**src/shared/shift_unit_pkg.sv**
```systemverilog
// How it works
// RULE1 - Register left shift moves first input left by second input's low five bits, zero fill.
// RULE2 - Immediate left shift moves first input left by the instruction's five-bit count.
// RULE3 - Arithmetic right shift treats first input as signed, replicates sign into vacated bits.
// RULE4 - Arithmetic right shift ignores bits 31 down to 5 of the count register.
// RULE5 - Register left shift: R-format, extended opcode 0x13, bits 10..6 zero, opcode 0x3a.
// RULE6 - Immediate left shift: R-format, B field zero, extended opcode 0x12, count in 10..6.
// RULE7 - Arithmetic right shift: R-format, extended opcode 0x3b, bits 10..6 zero, opcode 0x3a.
// RULE8 - No shift raises an exception; register left shift ignores upper 27 count bits.
package shift_unit_pkg;
  localparam int DATA_W = 32;
  localparam int COUNT_W = 5;
  localparam int INDEX_W = 5;
  localparam int A_LSB = 27;
  localparam int B_LSB = 22;
  localparam int C_LSB = 17;
  localparam int OPX_LSB = 11;
  localparam int SHAMT_LSB = 6;
  localparam int OP_LSB = 0;
  localparam logic [5:0] OP_RTYPE = 6'h3A;
  localparam logic [5:0] OPX_SHL_REG = 6'h13;
  localparam logic [5:0] OPX_SHL_IMM = 6'h12;
  localparam logic [5:0] OPX_SRA_REG = 6'h3B;
  localparam logic [DATA_W-1:0] RESULT_RESET = 32'h0000_0000;

  typedef enum logic [1:0] {
    SHIFT_NONE = 2'b00,
    SHIFT_LEFT_REG = 2'b01,
    SHIFT_LEFT_IMM = 2'b11,
    SHIFT_RIGHT_ARITH = 2'b10
  } shift_op_t;

  typedef struct packed {
    logic valid;
    logic [INDEX_W-1:0] dest_index;
    logic [DATA_W-1:0] value;
  } shift_result_t;
endpackage : shift_unit_pkg

```
**src/design/shift_left_and_arith_right_unit.sv**
```systemverilog
`timescale 1ns/100ps
`default_nettype none
module shift_left_and_arith_right_unit (
  input wire logic clk_in,
  input wire logic rst_in,
  input wire logic issue_in,
  input wire logic [31:0] instr_in,
  input wire logic [shift_unit_pkg::DATA_W-1:0] first_input,
  input wire logic [shift_unit_pkg::DATA_W-1:0] second_input,
  output var shift_unit_pkg::shift_result_t dest_out,
  output logic accepted_out
);

  ////////////////////////////////////////////////////////////////////////////////
  // Decode helper shared by the three instruction checks.
  function automatic shift_unit_pkg::shift_op_t decode_shift(input logic [31:0] w);
    logic [5:0] opx;
    logic [4:0] mid;
    logic [4:0] bidx;
    opx = w[shift_unit_pkg::OPX_LSB +: 6];
    mid = w[shift_unit_pkg::SHAMT_LSB +: 5];
    bidx = w[shift_unit_pkg::B_LSB +: 5];
    decode_shift = shift_unit_pkg::SHIFT_NONE;
    if (w[shift_unit_pkg::OP_LSB +: 6] == shift_unit_pkg::OP_RTYPE) begin
      if (opx == shift_unit_pkg::OPX_SHL_REG && mid == 5'h00) begin
        decode_shift = shift_unit_pkg::SHIFT_LEFT_REG; // RULE5
      end else if (opx == shift_unit_pkg::OPX_SHL_IMM && bidx == 5'h00) begin
        decode_shift = shift_unit_pkg::SHIFT_LEFT_IMM; // RULE6
      end else if (opx == shift_unit_pkg::OPX_SRA_REG && mid == 5'h00) begin
        decode_shift = shift_unit_pkg::SHIFT_RIGHT_ARITH; // RULE7
      end
    end
  endfunction : decode_shift

  ////////////////////////////////////////////////////////////////////////////////
  shift_unit_pkg::shift_op_t op;
  logic [shift_unit_pkg::COUNT_W-1:0] count;
  logic [shift_unit_pkg::DATA_W-1:0] next_value;
  logic result_valid;
  logic [shift_unit_pkg::INDEX_W-1:0] result_index;
  logic [shift_unit_pkg::DATA_W-1:0] result_value;
  logic [shift_unit_pkg::DATA_W-1:0] left_stage [0:shift_unit_pkg::COUNT_W];
  logic [shift_unit_pkg::DATA_W-1:0] right_stage [0:shift_unit_pkg::COUNT_W];

  ////////////////////////////////////////////////////////////////////////////////
  // Five stages, each moving by a power of two, keep the shifter a shallow mux tree
  // instead of one wide variable shift; both directions share the same count bits.
  assign left_stage[0] = first_input;
  assign right_stage[0] = first_input;

  for (genvar k = 0; k < shift_unit_pkg::COUNT_W; k++) begin : g_stage
    localparam int STEP = 1 << k;
    assign left_stage[k + 1] = count[k] ?
      {left_stage[k][shift_unit_pkg::DATA_W-1-STEP:0], {STEP{1'b0}}} : left_stage[k]; // RULE1 RULE2
    assign right_stage[k + 1] = count[k] ?
      {{STEP{right_stage[k][shift_unit_pkg::DATA_W-1]}}, right_stage[k][shift_unit_pkg::DATA_W-1:STEP]} :
      right_stage[k]; // RULE3
  end

  assign op = decode_shift(instr_in);
  assign accepted_out = issue_in && (op != shift_unit_pkg::SHIFT_NONE);

  // Only the low five bits of the count register matter; no out-of-range case exists,
  // so there is nothing to flag as an exception.
  always_comb begin
    case (op)
      shift_unit_pkg::SHIFT_LEFT_IMM: count = instr_in[shift_unit_pkg::SHAMT_LSB +: 5]; // RULE2
      default: count = second_input[shift_unit_pkg::COUNT_W-1:0]; // RULE4 RULE8
    endcase
  end

  always_comb begin
    case (op)
      shift_unit_pkg::SHIFT_LEFT_REG,
      shift_unit_pkg::SHIFT_LEFT_IMM: next_value = left_stage[shift_unit_pkg::COUNT_W]; // RULE1 RULE2
      shift_unit_pkg::SHIFT_RIGHT_ARITH: next_value = right_stage[shift_unit_pkg::COUNT_W]; // RULE3
      default: next_value = shift_unit_pkg::RESULT_RESET;
    endcase
  end

  always_ff @(posedge clk_in or posedge rst_in) begin
    if (rst_in) begin
      result_valid <= 1'b0;
    end else begin
      result_valid <= accepted_out;
    end
  end

  always_ff @(posedge clk_in or posedge rst_in) begin
    if (rst_in) begin
      result_index <= 5'h00;
      result_value <= shift_unit_pkg::RESULT_RESET;
    end else if (accepted_out) begin
      result_index <= instr_in[shift_unit_pkg::C_LSB +: 5];
      result_value <= next_value;
    end
  end

  // The result port is a view of the three registers above.
  assign dest_out = '{valid: result_valid, dest_index: result_index, value: result_value};

  ////////////////////////////////////////////////////////////////////////////////
  a_shl_reg_result: assert property (@(posedge clk_in) disable iff (rst_in) // RULE1
    issue_in && op == shift_unit_pkg::SHIFT_LEFT_REG |=>
      dest_out.value == ($past(first_input) << $past(second_input[4:0])))
    else $error("Register left shift result wrong.");
  a_shl_imm_result: assert property (@(posedge clk_in) disable iff (rst_in) // RULE2
    issue_in && op == shift_unit_pkg::SHIFT_LEFT_IMM |=>
      dest_out.value == ($past(first_input) << $past(instr_in[10:6])))
    else $error("Immediate left shift result wrong.");
  a_sra_sign_fill: assert property (@(posedge clk_in) disable iff (rst_in) // RULE3
    issue_in && op == shift_unit_pkg::SHIFT_RIGHT_ARITH && first_input[31] |=>
      dest_out.value[31] == 1'b1)
    else $error("Arithmetic right shift lost the sign.");
  a_sra_count_low: assert property (@(posedge clk_in) disable iff (rst_in) // RULE4
    issue_in && op == shift_unit_pkg::SHIFT_RIGHT_ARITH |=>
      dest_out.value == 32'($signed($past(first_input)) >>> $past(second_input[4:0])))
    else $error("Arithmetic right shift used wrong count.");
  a_decode_shl_reg: assert property (@(posedge clk_in) disable iff (rst_in) // RULE5
    (op == shift_unit_pkg::SHIFT_LEFT_REG) |->
      instr_in[16:11] == 6'h13 && instr_in[10:6] == 5'h00 && instr_in[5:0] == 6'h3A)
    else $error("Register left shift decoded from wrong word.");
  a_decode_shl_imm: assert property (@(posedge clk_in) disable iff (rst_in) // RULE6
    (op == shift_unit_pkg::SHIFT_LEFT_IMM) |->
      instr_in[16:11] == 6'h12 && instr_in[26:22] == 5'h00 && instr_in[5:0] == 6'h3A)
    else $error("Immediate left shift decoded from wrong word.");
  a_decode_sra: assert property (@(posedge clk_in) disable iff (rst_in) // RULE7
    (op == shift_unit_pkg::SHIFT_RIGHT_ARITH) |->
      instr_in[16:11] == 6'h3B && instr_in[10:6] == 5'h00 && instr_in[5:0] == 6'h3A)
    else $error("Arithmetic right shift decoded from wrong word.");
  a_dest_index_valid: assert property (@(posedge clk_in) disable iff (rst_in) // RULE8
    accepted_out |=> dest_out.valid && dest_out.dest_index == $past(instr_in[21:17]))
    else $error("Result not delivered to destination.");

  a_refused_silent: assert property (@(posedge clk_in) disable iff (rst_in) // RULE5
    !accepted_out |=> !dest_out.valid)
    else $error("Result appeared for a refused word.");
  a_result_hold: assert property (@(posedge clk_in) disable iff (rst_in) // RULE8
    !accepted_out |=> $stable(dest_out.value) && $stable(dest_out.dest_index))
    else $error("Result changed without an accepted word.");
  a_valid_after_accept: assert property (@(posedge clk_in) disable iff (rst_in) // RULE8
    dest_out.valid |-> $past(accepted_out))
    else $error("Valid pulse without an accepted word.");
  a_accept_needs_issue: assert property (@(posedge clk_in) disable iff (rst_in) // RULE5
    accepted_out |-> issue_in)
    else $error("Word accepted without issue.");

  a_shl_reg_fill: assert property (@(posedge clk_in) disable iff (rst_in) // RULE1
    issue_in && op == shift_unit_pkg::SHIFT_LEFT_REG && second_input[4:0] != 5'h00 |=> dest_out.value[0] == 1'b0)
    else $error("Register left shift did not fill zeros.");
  a_shl_imm_fill: assert property (@(posedge clk_in) disable iff (rst_in) // RULE2
    issue_in && op == shift_unit_pkg::SHIFT_LEFT_IMM && instr_in[10:6] != 5'h00 |=> dest_out.value[0] == 1'b0)
    else $error("Immediate left shift did not fill zeros.");
  a_shl_full_shift: assert property (@(posedge clk_in) disable iff (rst_in) // RULE1
    issue_in && op == shift_unit_pkg::SHIFT_LEFT_REG && second_input[4:0] == 5'h1F |=> dest_out.value[30:0] == 31'h0)
    else $error("Register left shift by 31 kept low bits.");
  a_shl_reg_zero_count: assert property (@(posedge clk_in) disable iff (rst_in) // RULE1
    issue_in && op == shift_unit_pkg::SHIFT_LEFT_REG && second_input[4:0] == 5'h00 |=> dest_out.value == $past(first_input))
    else $error("Register left shift by zero changed the value.");
  a_shl_imm_zero_count: assert property (@(posedge clk_in) disable iff (rst_in) // RULE2
    issue_in && op == shift_unit_pkg::SHIFT_LEFT_IMM && instr_in[10:6] == 5'h00 |=> dest_out.value == $past(first_input))
    else $error("Immediate left shift by zero changed the value.");
  a_shl_reg_high_ignored: assert property (@(posedge clk_in) disable iff (rst_in) // RULE8
    issue_in && op == shift_unit_pkg::SHIFT_LEFT_REG |=>
      dest_out.value == ($past(first_input) << ($past(second_input) & 32'h0000_001F)))
    else $error("Register left shift used upper count bits.");

  a_sra_high_ignored: assert property (@(posedge clk_in) disable iff (rst_in) // RULE4
    issue_in && op == shift_unit_pkg::SHIFT_RIGHT_ARITH |=>
      dest_out.value == 32'($signed($past(first_input)) >>> ($past(second_input) & 32'h0000_001F)))
    else $error("Arithmetic right shift used upper count bits.");
  a_sra_positive_fill: assert property (@(posedge clk_in) disable iff (rst_in) // RULE3
    issue_in && op == shift_unit_pkg::SHIFT_RIGHT_ARITH && !first_input[31] && second_input[4:0] != 5'h00 |=>
      dest_out.value[31] == 1'b0)
    else $error("Arithmetic right shift of a positive value set the top bit.");
  a_sra_full_shift: assert property (@(posedge clk_in) disable iff (rst_in) // RULE3
    issue_in && op == shift_unit_pkg::SHIFT_RIGHT_ARITH && first_input[31] && second_input[4:0] == 5'h1F |=>
      dest_out.value == 32'hFFFF_FFFF)
    else $error("Arithmetic right shift by 31 of a negative value wrong.");
  a_sra_zero_count: assert property (@(posedge clk_in) disable iff (rst_in) // RULE3
    issue_in && op == shift_unit_pkg::SHIFT_RIGHT_ARITH && second_input[4:0] == 5'h00 |=> dest_out.value == $past(first_input))
    else $error("Arithmetic right shift by zero changed the value.");

  a_decode_wrong_op: assert property (@(posedge clk_in) disable iff (rst_in) // RULE5
    instr_in[5:0] != 6'h3A |-> op == shift_unit_pkg::SHIFT_NONE)
    else $error("Word with another primary opcode decoded as a shift.");
  a_decode_reg_mid: assert property (@(posedge clk_in) disable iff (rst_in) // RULE5
    instr_in[16:11] == 6'h13 && instr_in[10:6] != 5'h00 |-> op == shift_unit_pkg::SHIFT_NONE)
    else $error("Register left shift with nonzero middle field accepted.");
  a_decode_imm_b: assert property (@(posedge clk_in) disable iff (rst_in) // RULE6
    instr_in[16:11] == 6'h12 && instr_in[26:22] != 5'h00 |-> op == shift_unit_pkg::SHIFT_NONE)
    else $error("Immediate left shift with nonzero second index accepted.");
  a_decode_sra_mid: assert property (@(posedge clk_in) disable iff (rst_in) // RULE7
    instr_in[16:11] == 6'h3B && instr_in[10:6] != 5'h00 |-> op == shift_unit_pkg::SHIFT_NONE)
    else $error("Arithmetic right shift with nonzero middle field accepted.");
  a_decode_reg_hit: assert property (@(posedge clk_in) disable iff (rst_in) // RULE5
    instr_in[16:11] == 6'h13 && instr_in[10:6] == 5'h00 && instr_in[5:0] == 6'h3A |-> op == shift_unit_pkg::SHIFT_LEFT_REG)
    else $error("Register left shift word not decoded.");
  a_decode_imm_hit: assert property (@(posedge clk_in) disable iff (rst_in) // RULE6
    instr_in[16:11] == 6'h12 && instr_in[26:22] == 5'h00 && instr_in[5:0] == 6'h3A |-> op == shift_unit_pkg::SHIFT_LEFT_IMM)
    else $error("Immediate left shift word not decoded.");
  a_decode_sra_hit: assert property (@(posedge clk_in) disable iff (rst_in) // RULE7
    instr_in[16:11] == 6'h3B && instr_in[10:6] == 5'h00 && instr_in[5:0] == 6'h3A |-> op == shift_unit_pkg::SHIFT_RIGHT_ARITH)
    else $error("Arithmetic right shift word not decoded.");

endmodule : shift_left_and_arith_right_unit
`default_nettype wire

```
**config.mk**
```make
export PLATFORM = sky130hd
export DESIGN_NAME = shift_left_and_arith_right_unit
export DESIGN_NICKNAME = d
export VERILOG_FILES = /design/src/shared/shift_unit_pkg.sv /design/src/design/shift_left_and_arith_right_unit.sv
export SDC_FILE = /design/constraint.sdc
export NUM_CORES = 1
export LEC_CHECK = 0
export BUFFER_PORTS_ARGS = -buffer_cell sky130_fd_sc_hd__buf_2
export CAP_MARGIN = 25
export CELL_PAD_IN_SITES_DETAIL_PLACEMENT = 0
export CELL_PAD_IN_SITES_GLOBAL_PLACEMENT = 1
export CORE_ASPECT_RATIO = 0.5
export CORE_MARGIN = 1
export CORE_UTILIZATION = 35
export CTS_CLUSTER_SIZE = 16
export DETAILED_ROUTE_END_ITERATION = 8
export PLACE_DENSITY = 0.76
export SLEW_MARGIN = 20
export SYNTH_ARGS = -nofsm -noshare
export SYNTH_HDL_FRONTEND = slang
export SYNTH_SLANG_ARGS = --single-unit
```
**constraint.sdc**
```tcl
create_clock -name clk_in -period 2.2 [get_ports clk_in]
set_clock_uncertainty 0.15 [all_clocks]
set_input_delay 0.11 -clock clk_in [delete_from_list [all_inputs] [get_ports clk_in]]
set_output_delay 0.11 -clock clk_in [all_outputs]
set_load 0.005 [all_outputs]
```
==> results.md <==
- Status: finished, violations left
- Violations in the final reports: negative setup slack
- Dominant combinational cell family by area after synthesis: compound AO/OA/AOI/OAI gates
- Endpoint arrival time on the critical path: around 3.1 ns
- Cell type contributing the most total cell area after synthesis: sky130_fd_sc_hd__dfrtp_1
- Clock insertion delay at the later pin of the skew report: 0.28 ns
- Count of cell types in the netlist: just over 70
- Critical path startpoint category: input port
- Number of endpoints failing setup at the final stage: 38
- Max cap viols: 0
- Fraction of the yosys area taken by sequential cells: 16.7%
- Crit path top cell by count: sky130_fd_sc_hd__o211ai_1
- DRC: 0
- Kind of cell adding the most delay to the critical path: compound AO/OA/AOI/OAI gates
- Switching share of power: 39.6%
- Min setup slack post-route: -0.926 ns
- Post-route fraction of the period consumed by the critical path: 142%
- Setup Total Neg Slack: -23.92 ns
- Tmin final: 3.13 ns
- Horiz. Die Dim: 183 um
- Root Driver: sky130_fd_sc_hd__clkbuf_16
- Core Box Area: 15700 um2
- Adder-cell share of the synthesized area: 0%
- Starting Density: 36.4%
- Synthesized-area fraction occupied by xor and xnor cells: 0%
- Nets: 1460
- Fmax: 0.320 GHz
- DRC violation total after the first TritonRoute iteration: 1765
- Relative slew margins: between 50 and 60%
- Top flip-flop cell by instance count after synthesis: sky130_fd_sc_hd__dfrtp_1
- Mapped cell area: 5700 um2
- RSZ-0062 raised after global routing: true
- Post-synthesis instance total: approximately 860
- Power Density: 314 nW/um2
- Worst setup path start: instr_in[22]
- Commonest cells after routing, fill and taps aside: sky130_fd_sc_hd__buf_4, sky130_fd_sc_hd__buf_2, sky130_fd_sc_hd__nand2_1, sky130_fd_sc_hd__buf_6, sky130_fd_sc_hd__nand3_1
- Delay contributed by the slowest stage of the critical path: roughly 0.6 ns
- First-pass iteration count of the detailed router: 7
- Number of nets in the synthesized netlist: 961
- Tot Pwr: 0.00394 W
- Hold/Removal Path Class: reg2reg
- Amount of wire on met2 after detailed routing: 17400 um
- Max-slew violations: 0
- Detailed-route vias per instance: 6.67
- Buffer depth of the longest clock path: 2
- Final number of hold-violating endpoints: 0
- TritonCTS clock tree: done
- Kind of capture point of the worst setup path: flip-flop
- Num ports: between 100 and 150
- Leakage power figure: about 5.5 nW
- Overflow left after global routing: 0
- Syn. warnings: 0
- Final Util: 80.3%
- Cts bufs inserted: 5
- Total number of clock tree sinks: 38
- Growth of design area from synthesis to finish: 120%
- Asr flop ratio synth: 100%
- Most frequent standard cell in the layout excluding fill and tap cells: sky130_fd_sc_hd__buf_4
- Leading cell types by total area after synthesis: sky130_fd_sc_hd__dfrtp_1, sky130_fd_sc_hd__nand2_1, sky130_fd_sc_hd__nand3_1, sky130_fd_sc_hd__o21ai_0, sky130_fd_sc_hd__nor2_1
- Critical-path maximum fanout: 8
- Switching power total: 0.00156 W
- Total half-perimeter wirelength after legalization and detailed placement: 29400 um
- Top routing layer used: met4
- All-layer global routing usage: 46.6%
- Pin count of the biggest net entering global routing: 39
- Placer's final routability congestion estimate: 1.12
- Die area: 16800 um2
- Wire length reported by the detailed router: 43100 um
- Area share of the largest cell type after synthesis: 16.7%
- Detailed-routing wirelength on met1: 16500 um
- Row Count: 32
- Worst reg2reg startpoint: result_value[15]
- Clock network power share: 25.0%
- Hold path startpoint: result_index[1]
- Buffers & Inverters on Critical Path: 3
- Req. time, crit path: 2.19 ns
- Internal power component: 0.00238 W
- Number of nets still failing antenna checks after routing: 0
- Transition time at the pin with the least slew margin: 0.650 ns
- Comb pwr share: 57.3%
- Category of the critical setup timing path: in2reg
- Sequential cell fraction of total power: 17.7%
- Multiplexer fraction of the synthesized cell area: 6.32%
- Number of antenna violations at the first check in global routing: 0
- Largest voltage drop on the vdd net: roughly 0.4 mV
- Average wire length per cell after detail routing: 27.3 um
- Register clock-pin slew on the reported worst setup and hold paths: ~0.06 ns
- Port bufs: ~110
- Wire length of the first global-routing pass: between 50000 and 60000 um
- Post-synthesis sequential element count: 38
- Fillers: 954
- Compound-Gate Fraction of Synth Area: 39.5%
- Cell-by-cell listing of the critical path: buf_6, or4_4, or2_4, nor3_4, buf_12, nor2_4, buf_4, a211oi_1, a211o_1, o211ai_1, o211ai_1, a31oi_1
- Simple-gate portion of the synthesized area: 31.5%
- Number of global-route vias before repair: 9491
- Vert. Die Dim: between 90 and 100 um
- Critical Path Slowest Stage Cell: sky130_fd_sc_hd__or4_4
- Antenna fix cells: 0
- Share of layout cells above drive strength 1: 62.8%
- Mapped Avg Cell Area: 6.62 um2
- Count of H-tree levels built during CTS: 2
- Total number of vias: between 10000 and 15000
- Sum of met3 wire segment lengths after detailed routing: 6780 um
- Number of synthesized flops with an enable pin: 0
==> timing repair <==
action                                 CTS  global route
hold buffers                             6             0
cloned                                   5             2
endpoints found under the hold margin   43             0
resized for setup                      314           205
buffers inserted                        63            64
setup endpoints to repair               39            39
pin swaps                               91           111
==> power groups by stage <==
stage	combinational, W	sequential (W)	clock [W]
after floorplan	0.000648	0.000713	0
after global placement	0.00152	0.000713	0
after detailed placement	0.00152	0.000713	0
after CTS	0.00187	0.000700	0.000975
after global routing	0.00230	0.000700	0.00100
final	0.00226	0.000700	0.000985
==> Yosys cell counts, types with 4 or more instances <==
cell                        number
sky130_fd_sc_hd__a211oi_1       24
sky130_fd_sc_hd__mux2_2          8
sky130_fd_sc_hd__nand3_1        86
sky130_fd_sc_hd__nor2_1         85
sky130_fd_sc_hd__nor2_2          4
sky130_fd_sc_hd__a22oi_1        13
sky130_fd_sc_hd__a32o_1          4
sky130_fd_sc_hd__o31ai_1         5
sky130_fd_sc_hd__o21ai_1         6
sky130_fd_sc_hd__nor3_1         15
sky130_fd_sc_hd__a21boi_0        7
sky130_fd_sc_hd__a32oi_1         6
sky130_fd_sc_hd__o211ai_1       24
sky130_fd_sc_hd__mux2i_1        21
sky130_fd_sc_hd__or2_2           6
sky130_fd_sc_hd__o2111ai_1       6
sky130_fd_sc_hd__o21ai_0        69
sky130_fd_sc_hd__a2111oi_0       4
sky130_fd_sc_hd__a211o_1        13
sky130_fd_sc_hd__dfrtp_1        38
sky130_fd_sc_hd__nand2_1       123
sky130_fd_sc_hd__nor3_2          4
sky130_fd_sc_hd__a31oi_1        26
sky130_fd_sc_hd__clkbuf_1       36
sky130_fd_sc_hd__a21oi_1        56
sky130_fd_sc_hd__o22ai_1        13
sky130_fd_sc_hd__a222oi_1        4
sky130_fd_sc_hd__buf_1           4
sky130_fd_sc_hd__o221ai_1        6
sky130_fd_sc_hd__a311oi_1        9
sky130_fd_sc_hd__buf_2          25
sky130_fd_sc_hd__and3_1         15
sky130_fd_sc_hd__nand4_1        16
sky130_fd_sc_hd__a221oi_1       12
sky130_fd_sc_hd__inv_1          13
sky130_fd_sc_hd__o2bb2ai_1       4
==> tightest hold or removal path, stage by stage, from the launching register on <==
cell and delay, ns:
sky130_fd_sc_hd__dfrtp_1 0.34, sky130_fd_sc_hd__nand2_1 0.05, sky130_fd_sc_hd__nand2_1 0.05
==> per-layer routing <==
metal  vias to the layer above  global-route usage [%]
li1                       4337                       -
met1                      4962                    62.4
met2                      1005                    67.6
met3                       262                    17.2
met4                         0                    17.1
met5                         -                       0
==> kinds of logic after synthesis <==
| group | count (synthesis) |
|---|---|
| simple gates | 379 |
| flops | 38 |
| mux | 32 |
| buf+inv | 81 |
| compound gates | 332 |
==> final timing paths <==
kind | to | slack, ns | cells after the start
worst max-delay path | result_value[2] | -0.93 | 12
worst min-delay path | result_index[1] | 0.32 | 2
worst max register to register | result_value[15] | 1.09 | 2
worst min register to register | result_index[1] | 0.32 | 2
max in group asynchronous | result_index[2] | 1.20 | 4
min in group asynchronous | result_value[17] | 0.34 | 4
==> through the flow <==
step | setup slack [ns] | area, um2 | hold slack (ns) | cells
5_1_grt | -0.918 | 12600 | 0.352 | 1583
3_3_place_gp | -1.44 | 9090 | 0.0907 | 1457
2_1_floorplan | -0.682 | 6040 | 0.0654 | 862
3_5_place_dp | -1.44 | 9090 | 0.104 | 1457
6_report | -0.926 | 12600 | 0.323 | 1583
4_1_cts | -0.686 | 11200 | 0.315 | 1531
==> layout make-up <==
type                    instances  area [um2]  share of cell area [%]
clock buffers                   6         139                    1.11
inverters                      14        52.6                   0.418
flip-flops and latches         38         951                    7.57
clock inverters                 2        60.1                   0.478
well taps                     221         277                    2.20
repair buffers                557        4700                    37.4
multi-input cells             745        6380                    50.8
==> flip-flops by register name (all words and copies together), names as in the netlist <==
signal        count
result_valid      1
result_value     32
result_index      5
Power figures use the tool's default switching activity.
